<file path="src/fsw_pkg.sv">
// Summary of operation
// RL1 - Write-disable command clears the write latch
// RL2 - Latch cleared at power-up and write completions
// RL3 - Opcode 05h low byte, 35h high byte
// RL4 - Status readable anytime, repeats while clocked
// RL5 - Host polls busy before new commands
// RL6 - Busy bit0 set during cycles, cleared after
// RL7 - While busy, only status/suspend/resume accepted
// RL8 - Latch bit1 set by enable, cleared by suspend
// RL9 - Protect level bits at 4..2, non-volatile
// RL10 - Bottom bit chooses protection origin, default 0
// RL11 - Bit6 selects sector or block granularity
// RL12 - Bit9 quad enable turns pins into data
// RL13 - Bit10 locks whole array after power-on
// RL14 - Power-on forces levels per lock and invert
// RL15 - Bit14 inverts the protected region
// RL16 - Bit15 suspended flag, set/clear by suspend/resume
// RL17 - Status write needs the latch already set
// RL18 - Only writable bits change, others read 0
// RL19 - Status write must end at 8 or 16
// RL20 - Eight-bit write clears invert, quad, lock hi
// RL21 - Valid write starts timed busy cycle
// RL22 - Lock bits and protect pin gate writes
package fsw_pkg;
    localparam logic [7:0] OP_WR_ON_C  = 8'h06;
    localparam logic [7:0] OP_WR_OFF_C = 8'h04;
    localparam logic [7:0] OP_RD_LO_C  = 8'h05;
    localparam logic [7:0] OP_RD_HI_C  = 8'h35;
    localparam logic [7:0] OP_ST_WR_C  = 8'h01;
    localparam logic [7:0] OP_PAGE_C   = 8'h02;
    localparam logic [7:0] OP_DUAL_C   = 8'ha2;
    localparam logic [7:0] OP_QUAD_C   = 8'h32;
    localparam logic [7:0] OP_OTP_C    = 8'h42;
    localparam logic [7:0] OP_SECT_C   = 8'h20;
    localparam logic [7:0] OP_BLK_C    = 8'hd8;
    localparam logic [7:0] OP_BLK2_C   = 8'h52;
    localparam logic [7:0] OP_CHIP_C   = 8'hc7;
    localparam logic [7:0] OP_CHIP2_C  = 8'h60;
    localparam logic [7:0] OP_SUSP_C   = 8'hb0;
    localparam logic [7:0] OP_RESM_C   = 8'h7a;
    localparam logic [7:0] OP_RESM2_C  = 8'h30;
    localparam int BUSY_BIT_C   = 0;
    localparam int LATCH_BIT_C   = 1;
    localparam int BP_LSB_C      = 2;
    localparam int BOTTOM_BIT_C  = 5;
    localparam int GRAN_BIT_C    = 6;
    localparam int LOCKLO_BIT_C  = 7;
    localparam int LOCKHI_BIT_C  = 8;
    localparam int QUAD_BIT_C    = 9;
    localparam int PONLOCK_BIT_C = 10;
    localparam int INVERT_BIT_C  = 14;
    localparam int SUSP_BIT_C    = 15;
    localparam logic [15:0] WR_MASK_C  = 16'h47fc;
    localparam logic [15:0] NV_RESET_C = 16'h0000;
    localparam int CLK_HZ_C        = 10_000_000;
    localparam int T_STWR_US_C     = 100;
    localparam int T_PROG_US_C     = 1500;
    localparam int STWR_CYC_C = T_STWR_US_C * (CLK_HZ_C / 1_000_000);
    localparam int PROG_CYC_C = T_PROG_US_C * (CLK_HZ_C / 1_000_000);
    typedef struct packed {
        logic sck;
        logic cs_n;
        logic mosi;
    } fsw_spi_s;
    typedef enum logic [1:0] {
        ST_IDLE = 2'b00,
        ST_CMD  = 2'b01,
        ST_DATA = 2'b10,
        ST_SKIP = 2'b11
    } fsw_state_e;
endpackage : fsw_pkg

</file>
<file path="src/fsw_sync.sv">
`timescale 1ns/1ps
module fsw_sync #(
    parameter int W = 4
) (
    input  wire logic         clk_in,
    input  wire logic         rst_in,
    input  wire logic [W-1:0] d_in,
    output logic      [W-1:0] q_out
);
    logic [W-1:0] meta;
    always_ff @(posedge clk_in) begin
        if (rst_in) begin
            meta  <= '1;
            q_out <= '1;
        end else begin
            meta  <= d_in;
            q_out <= meta;
        end
    end
endmodule : fsw_sync

</file>
<file path="src/fsw_top.sv">
`timescale 1ns/1ps
module fsw_top
    import fsw_pkg::*;
#(
    parameter int STWR_CYCLES = STWR_CYC_C,
    parameter int PROG_CYCLES = PROG_CYC_C
) (
    input  wire logic             clk_in,
    input  wire logic             rst_in,
    input  wire fsw_pkg::fsw_spi_s spi_in,
    input  wire logic             wp_n_in,
    output logic                  miso_out,
    output logic                  quad_mode_out,
    output logic                  busy_out
);
    import fsw_pkg::*;
    // ==========================================================
    // Pin synchronisers
    // ==========================================================
    logic [3:0] sync_q;
    fsw_sync #(.W(4)) u_sync (
        .clk_in (clk_in),
        .rst_in (rst_in),
        .d_in   ({spi_in.sck, spi_in.cs_n, spi_in.mosi, wp_n_in}),
        .q_out  (sync_q)
    );
    logic sck_d;
    wire  sck_s  = sync_q[3];
    wire  cs_s   = sync_q[2];
    wire  mosi_s = sync_q[1];
    wire  wp_s   = sync_q[0];
    logic cs_d;
    wire  sck_rise = sck_s & ~sck_d;
    wire  sck_fall = ~sck_s & sck_d;
    wire  cs_rise  = cs_s & ~cs_d;
    wire  cs_fall  = ~cs_s & cs_d;

    // ==========================================================
    // Status state
    // ==========================================================
    logic [15:0] nv = NV_RESET_C;
    logic        wr_latch;
    logic        susp;
    logic        busy;
    logic [31:0] busy_cnt;
    logic        init_done;
    fsw_state_e  state;
    logic [7:0]  opcode;
    logic [4:0]  bitcnt;
    logic [15:0] shreg;
    logic [7:0]  txreg;
    logic [2:0]  txcnt;
    logic        rd_hi;
    logic        reading;

    wire [15:0] status = {susp, nv[14:8], nv[7:2], wr_latch, busy}
                         & (WR_MASK_C | 16'h8003); // RL18
    // Pin in protection code 01 only blocks while low
    wire lock_ok = (~nv[LOCKHI_BIT_C] & ~nv[LOCKLO_BIT_C])
                 | (~nv[LOCKHI_BIT_C] & nv[LOCKLO_BIT_C] & wp_s); // RL22

    // Completed opcode seen at chip-select rise
    wire [7:0] op_done = opcode;
    wire is_prog = (op_done == OP_PAGE_C) || (op_done == OP_DUAL_C)
                || (op_done == OP_QUAD_C) || (op_done == OP_OTP_C)
                || (op_done == OP_SECT_C) || (op_done == OP_BLK_C)
                || (op_done == OP_BLK2_C) || (op_done == OP_CHIP_C)
                || (op_done == OP_CHIP2_C);
    wire is_resume = (op_done == OP_RESM_C) || (op_done == OP_RESM2_C);
    wire full_byte = (bitcnt == 5'd8);
    wire frame_end = cs_rise && (state != ST_IDLE);
    wire cmd_ok    = frame_end && full_byte && state == ST_CMD;
    // Busy blocks all but status, suspend and resume
    wire allowed   = ~busy || op_done == OP_SUSP_C || is_resume; // RL7
    wire do_wr_on  = cmd_ok && op_done == OP_WR_ON_C && allowed;
    wire do_wr_off = cmd_ok && op_done == OP_WR_OFF_C && allowed; // RL1
    wire do_prog   = cmd_ok && is_prog && ~busy && wr_latch;
    wire do_susp   = cmd_ok && op_done == OP_SUSP_C && busy;
    wire do_resm   = cmd_ok && is_resume && susp;
    wire stwr_len8  = state == ST_DATA && bitcnt == 5'd8;
    wire stwr_len16 = state == ST_DATA && bitcnt == 5'd16;
    wire do_stwr = frame_end && opcode == OP_ST_WR_C && ~busy && wr_latch
                 && lock_ok && (stwr_len8 || stwr_len16); // RL17 RL19
    wire [15:0] wr_val = stwr_len16 ? {shreg[7:0], shreg[15:8]}
                                    : {8'h00, shreg[7:0]};
    // Short write keeps the power-on lock bit
    wire [15:0] wr_mask = stwr_len16 ? WR_MASK_C
                        : (WR_MASK_C & ~(16'h0001 << PONLOCK_BIT_C)); // RL20
    wire [15:0] next_nv = (nv & ~wr_mask) | (wr_val & wr_mask);
    wire busy_done = busy && busy_cnt == 32'd1;
    wire [7:0] tx_byte = rd_hi ? status[15:8] : status[7:0];

    // ==========================================================
    // Serial framing
    // ==========================================================
    always_ff @(posedge clk_in) begin
        if (rst_in) begin
            sck_d   <= 1'b1;
            cs_d    <= 1'b1;
            state   <= ST_IDLE;
            opcode  <= 8'h00;
            bitcnt  <= 5'd0;
            shreg   <= 16'h0000;
        end else begin
            sck_d <= sck_s;
            cs_d  <= cs_s;
            if (cs_s) begin
                state <= ST_IDLE;
            end else if (cs_fall) begin
                state  <= ST_CMD;
                bitcnt <= 5'd0;
                opcode <= 8'h00;
            end else if (sck_rise) begin
                case (state)
                    ST_CMD: begin
                        if (bitcnt == 5'd8) begin
                            state  <= (opcode == OP_ST_WR_C) ? ST_DATA
                                                            : ST_SKIP;
                            bitcnt <= 5'd1;
                            shreg  <= {15'h0000, mosi_s};
                        end else begin
                            opcode <= {opcode[6:0], mosi_s};
                            bitcnt <= bitcnt + 5'd1;
                        end
                    end
                    ST_DATA: begin
                        shreg  <= {shreg[14:0], mosi_s};
                        if (bitcnt != 5'd31) begin
                            bitcnt <= bitcnt + 5'd1;
                        end
                    end
                    ST_SKIP: begin
                        bitcnt <= 5'd31;
                    end
                    default: begin
                        state <= ST_IDLE;
                    end
                endcase
            end
        end
    end

    // ==========================================================
    // Status shift-out
    // ==========================================================
    always_ff @(posedge clk_in) begin
        if (rst_in) begin
            reading  <= 1'b0;
            rd_hi    <= 1'b0;
            txreg    <= 8'h00;
            txcnt    <= 3'd0;
            miso_out <= 1'b0;
        end else if (cs_s) begin
            reading <= 1'b0;
        end else if (state == ST_CMD && bitcnt == 5'd8 && ~reading
                     && (opcode == OP_RD_LO_C
                         || opcode == OP_RD_HI_C)) begin
            reading <= 1'b1;                                   // RL3
            rd_hi   <= (opcode == OP_RD_HI_C);
            txcnt   <= 3'd0;
        end else if (reading && sck_fall) begin
            // Reload each byte so a long read tracks live status
            if (txcnt == 3'd0) begin
                miso_out <= tx_byte[7];                        // RL4
                txreg    <= {tx_byte[6:0], 1'b0};
            end else begin
                miso_out <= txreg[7];
                txreg    <= {txreg[6:0], 1'b0};
            end
            txcnt <= txcnt + 3'd1;
        end
    end

    // ==========================================================
    // Status bits and timed cycle
    // ==========================================================
    always_ff @(posedge clk_in) begin
        if (rst_in) begin
            wr_latch  <= 1'b0;                                 // RL2
            susp      <= 1'b0;
            busy      <= 1'b0;
            busy_cnt  <= 32'd0;
            init_done <= 1'b0;
        end else begin
            init_done <= 1'b1;
            if (do_wr_on) begin
                wr_latch <= 1'b1;
            end
            if (do_wr_off || do_susp || busy_done) begin
                wr_latch <= 1'b0;                              // RL8 RL2
            end
            if (do_stwr) begin
                busy     <= 1'b1;                              // RL21
                busy_cnt <= 32'(STWR_CYCLES);
            end else if (do_prog) begin
                busy     <= 1'b1;
                busy_cnt <= 32'(PROG_CYCLES);
            end else if (do_susp) begin
                busy <= 1'b0;                                  // RL6
                susp <= 1'b1;                                  // RL16
            end else if (do_resm) begin
                busy <= 1'b1;
                susp <= 1'b0;
            end else if (busy_done) begin
                busy     <= 1'b0;
                busy_cnt <= 32'd0;
            end else if (busy) begin
                busy_cnt <= busy_cnt - 32'd1;
            end
        end
    end

    // Non-volatile bits keep their value over reset, except the protect levels, which the power-on lock bit forces after it
    always_ff @(posedge clk_in) begin
        if (~rst_in && ~init_done && nv[PONLOCK_BIT_C]) begin
            nv[BP_LSB_C +: 3] <= nv[INVERT_BIT_C] ? 3'b000 : 3'b111; // RL14
        end else if (~rst_in && do_stwr) begin
            nv <= next_nv;          // RL9 RL10 RL11 RL12 RL13 RL15 RL20
        end
    end

    always_ff @(posedge clk_in) begin
        if (rst_in) begin
            quad_mode_out <= 1'b0;
            busy_out      <= 1'b0;
        end else begin
            quad_mode_out <= nv[QUAD_BIT_C];                   // RL12
            busy_out      <= busy;
        end
    end

    // ==========================================================
    // Checks
    // ==========================================================
    a_stwr_sets_busy: assert property (@(posedge clk_in) // RL21
        disable iff (rst_in) do_stwr |=> busy)
        else $error("busy not set after status write");
    a_off_clears_latch: assert property (@(posedge clk_in) // RL1
        disable iff (rst_in) do_wr_off |=> ~wr_latch)
        else $error("latch not cleared by disable");
    a_stwr_needs_latch: assert property (@(posedge clk_in) // RL17
        disable iff (rst_in) do_stwr |-> wr_latch)
        else $error("status write without latch");
    a_lock_blocks_write: assert property (@(posedge clk_in) // RL22
        disable iff (rst_in)
        (nv[LOCKHI_BIT_C] && nv[LOCKLO_BIT_C]) |-> ~do_stwr)
        else $error("locked status written");
    a_busy_ignores: assert property (@(posedge clk_in) // RL7
        disable iff (rst_in) busy |-> ~do_wr_on && ~do_prog)
        else $error("command accepted while busy");
    a_susp_clears: assert property (@(posedge clk_in) // RL6
        disable iff (rst_in) do_susp |=> ~busy && ~wr_latch && susp)
        else $error("suspend did not clear busy");
    a_len8_clears: assert property (@(posedge clk_in) // RL20
        disable iff (rst_in) (do_stwr && stwr_len8) |=>
        ~nv[INVERT_BIT_C] && ~nv[QUAD_BIT_C] && ~nv[LOCKHI_BIT_C]
        && nv[PONLOCK_BIT_C] == $past(nv[PONLOCK_BIT_C]))
        else $error("short write kept high bits");
    a_reserved_zero: assert property (@(posedge clk_in) // RL18
        disable iff (rst_in) status[13:11] == 3'b000)
        else $error("reserved status bits nonzero");
endmodule : fsw_top

</file>
<file path="config.mk">
export PLATFORM = sky130hd
export DESIGN_NAME = fsw_top
export DESIGN_NICKNAME = d
export VERILOG_FILES = /design/src/fsw_pkg.sv /design/src/fsw_sync.sv /design/src/fsw_top.sv
export SDC_FILE = /design/constraint.sdc
export NUM_CORES = 1
export LEC_CHECK = 0
export ABC_AREA = 0
export BUFFER_PORTS_ARGS = -buffer_cell sky130_fd_sc_hd__buf_4
export CAP_MARGIN = 25
export CORE_MARGIN = 2
export CORE_UTILIZATION = 40
export DETAILED_ROUTE_END_ITERATION = 16
export MAX_ROUTING_LAYER = met4
export PLACE_DENSITY_LB_ADDON = 0.2
export SETUP_SLACK_MARGIN = 0.02
export SLEW_MARGIN = 10
export SYNTH_ARGS = -nofsm -noshare
export SYNTH_HDL_FRONTEND = slang
export SYNTH_SLANG_ARGS = --single-unit
</file>
<file path="constraint.sdc">
create_clock -name clk_in -period 3.5 [get_ports clk_in]
set_clock_uncertainty 0.05 [all_clocks]
set_input_delay 0.7 -clock clk_in [delete_from_list [all_inputs] [get_ports clk_in]]
set_output_delay 0.7 -clock clk_in [all_outputs]
set_load 0.1 [all_outputs]
</file>
==> qor.yml, run 1 <==
yosys:
  synth_edf_count: 10
  ys_types: 68
  mappedNetlistArea_mm2: 0.00504
  synth_seq_cells: 102
  yosysSeqAreaShare: 0.425
  synthFlopType: "dfxtp_1"
  syn_nets: 591
  syn_inst: 574
  postSynth.asyncResetShare: 0
  avgSynthCellArea_um2: 8.78
  ys.warnings.count: 0
grt:
  grt_util_all_layers: 0.172
  grt_max_degree: 55
  antenna_found_initial: 0
  overflow: 0
  grt_pass1_vias: 3801
  grt_pass1_wl_um: 18300
timing:
  period_minus_slack_ns: 2.92
  fmax_ghz: 0.342
  worst_slew_pin_slew_ns: 0.734
  setup_slack_ns: 0.578
  slew_headroom: 0.510
  period_share: 0.835
  hold_viol_final: 0
  tns_ns: 0
  rsz0062_at_grt: "false"
  hold_ws_ns: 0.364
  slew_violations: 0
  setup_viol: 0
clock_tree:
  numCtsBuffers: 9
  cts.reportedPaths.clkPinSlew_ns: 0.07
  clockBufferDepth: 2
  cts_sinks: 102
  cts_tree: "done"
  cts-root-buf: "clkbuf_16"
  htreeDepth: 3
  hold_buffers: 0
  ctsResizeCount: 0
  clk_latency_ns: 0.35
  cts_setup_buffers: 0
critical_path:
  rr_startpoint: "state[0]$_SDFFE_PP0P_"
  cp_max_fo: 17
  worstPathArrival_ns: 3.14
  r2r_cells: 8
  crit_type: "flop to flop"
  r2r-end: "busy_cnt[12]$_SDFFE_PP0P_"
  cp-end-kind: "flop"
  worstPathRequired_ns: 3.72
  cp-start-kind: "flop"
  r2r_slack_ns: 0.58
pwr:
  power.leakage_uw: 0.00200
  ir_worst_vdd_v: 0.000228
  power_density_mw_per_mm2: 402
  total_power_uw: 2200
die:
  core_mm2: 0.0125
  die_w_um: 116
  fp-row-count: 41
  initial_utilization: 0.404
  io_pins: 9
  die-area_mm2: 0.0135
  die_height_um: 116
layout:
  num-nets-final: 579
  num_antenna_cells: 0
  drive_gt1_frac: 0.108
  fin_cells: 739
  area_delta_synth_final_pct: 8.31
placed_design:
  gp_congestion: 0.838
  post-place-ws_ns: 0.562
  dp_hpwl_um: 7500
  numPortBuffers: 8
  dp.cells: 723
route:
  firstDrtPassIters: 5
  wire_per_inst_um: 14.3
  num_vias: 3996
  drc: 0
  ant_nets: 0
  vias_per_cell: 5.41
  drt-initial-drc-count: 208
  drt-total-wl_um: 10600
hold_path:
  hold_start: "u_sync.meta[2]$_SDFF_PP1_"
  hold_path_depth: 1
  worstHoldEndpoint: "u_sync.q_out[2]$_SDFF_PP1_"
  hp-class: "flop to flop"
outcome:
  status: "completed"
flow_run:
  maxCapViolCount: 0
[layout make-up]
cell class | instances | area (um2)
clock buffer | 9 | 225
clock inverter | 7 | 65.1
fill | 1257 | 7000
inverter | 13 | 48.8
multi-input combinational | 425 | 2680
sequential | 102 | 2140
tap | 172 | 215
timing repair buffer | 11 | 82.6
[cell families (layout without fill, tap and decap cells)]
| family | count (synthesis) | after routing | synth area share |
|---|---|---|---|
| simple gates | 266 | 266 | 0.299 |
| compound gates | 113 | 113 | 0.139 |
| flops | 102 | 102 | 0.425 |
| buf+inv | 47 | 40 | 0.0444 |
| mux | 19 | 19 | 0.0385 |
| xor+xnor | 16 | 16 | 0.0278 |
| fa+ha+maj | 11 | 11 | 0.0273 |
[metrics by stage]
step / cell area, um2 / util
after floorplan: 5040 / -
after global placement: 5160 / 0.414
after detailed placement: 5170 / 0.415
after CTS: 5460 / 0.438
after global routing: 5460 / 0.438
final: 5460 / 0.438
[report_power, final]
part | leakage (uW) | switching, uW | internal [uW] | total [uW]
Clock | 0.000144 | 474 | 499 | 973
Combinational | 0.00102 | 24.6 | 11.2 | 35.8
Sequential | 0.000837 | 3.82 | 1180 | 1190
Total | 0.00200 | 503 | 1690 | 2200
[sequential cells by signal, summed over array words and instances (netlist names), 3 cells and up, named ones only]
register,flops
bitcnt,5
nv,9
txcnt,3
txreg,7
u_sync.meta,4
shreg,16
op_done,8
busy_cnt,32
u_sync.q_out,4
[cells in the mapped netlist (all sizes together) (2+ instances only)]
cell,number,area share
a211oi,3,0.0045
a21oi,49,0.049
a311oi,9,0.016
a31oi,7,0.0087
a32oi,2,0.0035
and2,6,0.0074
and3,7,0.0089
and3b,4,0.0069
buf,10,0.015
clkbuf,24,0.020
dfxtp,92,0.37
edfxtp,10,0.060
ha,11,0.027
inv,13,0.0097
mux2,3,0.0067
mux2i,16,0.032
nand2,54,0.040
nand2b,6,0.0074
nand3,29,0.031
nand3b,5,0.0074
nand4,4,0.0050
nand4b,3,0.0052
nand4bb,2,0.0045
nor2,52,0.040
nor2b,12,0.015
nor3,10,0.014
nor3b,5,0.0074
nor4,16,0.021
nor4b,6,0.010
o211a,3,0.0060
o211ai,6,0.0089
o21ai,22,0.023
o31ai,3,0.0045
or2,15,0.019
or3,14,0.019
or4,11,0.017
or4b,2,0.0040
xnor2,14,0.024
xor2,2,0.0035
[layout by cell type (no fill, tap or decap), drive strengths merged, types with 10 or more instances in the layout]
| cell | n |
|---|---|
| dfxtp | 92 |
| nand2 | 54 |
| nor2 | 52 |
| a21oi | 49 |
| nand3 | 29 |
| o21ai | 22 |
| inv | 17 |
| mux2i | 16 |
| nor4 | 16 |
| or2 | 15 |
| xnor2 | 14 |
| or3 | 14 |
| nor2b | 12 |
| ha | 11 |
| buf | 11 |
| or4 | 11 |
| edfxtp | 10 |
| nor3 | 10 |
[per-layer routing]
layer | track usage | wire length, um | up-vias
met3 | 0.0410 | 304 | 12
met1 | 0.224 | 5230 | 1886
li1 | - | - | 2053
met5 | - | 0 | -
met4 | 0.0524 | 153 | 0
met2 | 0.267 | 4910 | 45
[critical path: stages, from the launching register on]
cell	delay [ns]
dfxtp_1	0.41
inv_1	0.09
ha_1	0.20
nor3b_1	0.31
and3_1	0.36
o211a_1	0.53
or2_1	0.45
o21ai_0	0.22
o21ai_0	0.21
[how the worst max path moves through the flow]
stage | startpoint | end | slack (ns)
after detailed placement | state[0]$_SDFFE_PP0P_ | busy_cnt[29]$_SDFFE_PP0P_ | 0.56
final | state[0]$_SDFFE_PP0P_ | busy_cnt[12]$_SDFFE_PP0P_ | 0.58
after global placement | state[0]$_SDFFE_PP0P_ | busy_cnt[22]$_SDFFE_PP0P_ | 0.75
after floorplan | op_done[7]$_SDFFE_PP0P_ | flop | 0.90
after global routing | state[0]$_SDFFE_PP0P_ | busy_cnt[12]$_SDFFE_PP0P_ | 0.24
after CTS | state[0]$_SDFFE_PP0P_ | busy_cnt[21]$_SDFFE_PP0P_ | 0.54
(Power assumes the default switching activity.)
==> run 2: changes to the inputs <==
Clock period 3.5 ns to 2.8 ns, I/O delays scaled along.
==> run 2 against run 1 <==
  * Die area unchanged
  * Design area up 1.4%
  * Sequential power up 24%
  * Non-clock buffer count up 9
  * Combinational power up 25%
  * Power up 26%
  * Worst hold slack worse by 0.032 ns
  * Utilization up 0.61 points
  * Sequential cell count unchanged
  * Global-route usage up 0.52 points
  * Largest cell class unchanged
==> qor.yml, run 2 (synthesis gave the netlist of run 1 again) <==
clock_tree:
  numCtsBuffers: 9  # unchanged
  clk_latency_ns: 0.35  # about the same
  cts_sinks: 102  # unchanged
  htreeDepth: 3  # unchanged
  cts-root-buf: "clkbuf_16"
  ctsResizeCount: 0  # unchanged
  cts_tree: "done"
  hold_buffers: 0  # unchanged
  cts.reportedPaths.clkPinSlew_ns: 0.08  # about the same
  clockBufferDepth: 2  # unchanged
  cts_setup_buffers: 0  # unchanged
die:
  die_w_um: 116  # unchanged
  initial_utilization: 0.404  # unchanged
  die-area_mm2: 0.0135  # unchanged
  core_mm2: 0.0125  # unchanged
  io_pins: 9  # unchanged
  die_height_um: 116  # unchanged
  fp-row-count: 41  # unchanged
layout:
  fillers: 1251  # -0.48%
  largest_registers: "busy_cnt (32), shreg (16), nv (9)"
  num-nets-final: 588  # +1.6%
  final_common_cell: "dfxtp_1"
  multi_input_area_mm2: 0.00268  # unchanged
  drive_gt1_frac: 0.122  # +0.0139
  area_delta_synth_final_pct: 9.83
  num_antenna_cells: 0  # unchanged
  fin_util: 0.444  # +0.00612
  regArea_mm2: 0.00214  # unchanged
  largest_reg_flops: 32  # unchanged
  mostFrequentLayoutCells: "dfxtp_1, nand2_1, nor2_1"
  top_register: "busy_cnt"
critical_path:
  worstPathRequired_ns: 3.03  # -0.69 ns
  rr_startpoint: "bitcnt[0]$_SDFFE_PP0P_"
  cp-end-kind: "flop"
  cpPeakStageDelay_ns: 0.54  # about the same
  path_delay_family: "simple AND/OR/NAND/NOR gates"
  crit_chain: "inv_1 -> ha_1 -> nor4bb_4 -> and3_1 -> o211a_1 -> or2_1 -> or4_1 -> a21oi_1"
  r2r_slack_ns: 0.33  # -0.25 ns
  cp-start-kind: "flop"
  r2r_cells: 8  # unchanged
  worstPathArrival_ns: 2.70  # -0.44 ns
  cp_max_fo: 12  # -5
  critPathBufInv: 1  # unchanged
  r2r-end: "busy_cnt[22]$_SDFFE_PP0P_"
  cpMaxStageDelayCell: "or4_1"
  crit_type: "flop to flop"
hold_path:
  hp-class: "primary input to flop"
  hold_path_depth: 2  # +1
  worstHoldEndpoint: "u_sync.meta[0]$_SDFF_PP1_"
  hold_start: "wp_n_in"
placed_design:
  numPortBuffers: 8  # unchanged
  dp_hpwl_um: 7620  # +1.6%
  gp_congestion: 0.867  # +3.5%
pwr:
  power.leakage_uw: 0.00205  # +2.4%
  swShare: 0.235  # +0.00551
  pwr-share-clk: 0.450  # +0.007
  power_density_mw_per_mm2: 501  # +25%
  power_switching_uw: 651  # +29%
  combPwrFrac: 0.016  # about the same
  ir_worst_vdd_v: 0.000259  # +14%
  seq_power_share: 0.534  # -0.006
  p_int_uw: 2120  # +26%
route:
  firstDrtPassIters: 4  # -1
  drt-initial-drc-count: 296  # +42%
  wire_per_inst_um: 14.7  # +2.2%
  ant_nets: 0  # unchanged
  num_vias: 4066  # +1.8%
  vias_per_cell: 5.44  # +0.53%
  drc: 0  # unchanged
  drt-total-wl_um: 11000  # +3.5%
timing:
  setup_viol: 0  # unchanged
  period_minus_slack_ns: 2.47  # -0.448 ns
  hold_viol_final: 0  # unchanged
  hold_ws_ns: 0.331  # -0.0321 ns
  slew_headroom: 0.569  # +0.0588
  period_share: 0.883  # +0.0486
  slew_violations: 0  # unchanged
  worst_slew_pin_slew_ns: 0.645  # -0.0894 ns
  fmax_ghz: 0.404  # +18%
  rsz0062_at_grt: "false"
  tns_ns: 0  # unchanged
grt:
  antenna_found_initial: 0  # unchanged
  overflow: 0  # unchanged
  grt_util_all_layers: 0.177  # +0.00515
  grt_pass1_vias: 3789  # -0.32%
  grt_pass1_wl_um: 18400  # +0.64%
  grt_max_degree: 55  # unchanged
flow_run:
  maxCapViolCount: 0  # unchanged
outcome:
  status: "completed"
run 2: changes by cell type in the layout (fill, tap and decap cells not counted), sizes merged:
cell / before / now
buf: 11 / 20
run 2: cell type report:
class	count	share of cell area
flip-flops and latches	102	0.387
clock inverters	7	0.0133
multi-input cells	425	0.484
repair buffers	20	0.0271
clock buffers	9	0.0407
well taps	172	0.0389
inverters	13	0.00881
run 2: per-layer routing:
metal	global-route usage	wire [um]	vias to the layer above
met5	-	0	-
met4	0.0667	216	0
met3	0.0405	400	18
met2	0.266	5040	81
met1	0.234	5320	1902
li1	-	-	2065
run 2: power by group through the flow:
stage | Clock, uW | Sequential (uW) | Combinational, uW
detailed placement | 0 | 1520 | 45.5
global route | 1350 | 1480 | 49.6
CTS | 1300 | 1480 | 45.6
finish | 1250 | 1480 | 44.7
floorplan | 0 | 1520 | 31.3
global placement | 0 | 1520 | 45.2
run 2: stage by stage:
stage                     instance area, um2  instances  power, uW  setup WS (ns)
after global placement                  5240        732       1560          0.390
after detailed placement                5240        732       1560          0.343
after CTS                               5540        748       2820          0.333
after floorplan                         5040        574       1550          0.198
after global routing                    5540        748       2880          0.148
final                                   5540        748       2780          0.327
run 2: worst max-delay path by stage:
stage                                  startpoint                   endpoint  slack, ns  cells after the start
after floorplan           op_done[7]$_SDFFE_PP0P_                       flop       0.20                      6
after global placement     bitcnt[0]$_SDFFE_PP0P_   busy_cnt[9]$_SDFFE_PP0P_       0.39                      9
after detailed placement   bitcnt[0]$_SDFFE_PP0P_   busy_cnt[9]$_SDFFE_PP0P_       0.34                      9
after CTS                  bitcnt[0]$_SDFFE_PP0P_   busy_cnt[9]$_SDFFE_PP0P_       0.33                      9
after global routing        state[0]$_SDFFE_PP0P_  busy_cnt[13]$_SDFFE_PP0P_       0.15                      8
final                      bitcnt[0]$_SDFFE_PP0P_  busy_cnt[22]$_SDFFE_PP0P_       0.33                      8
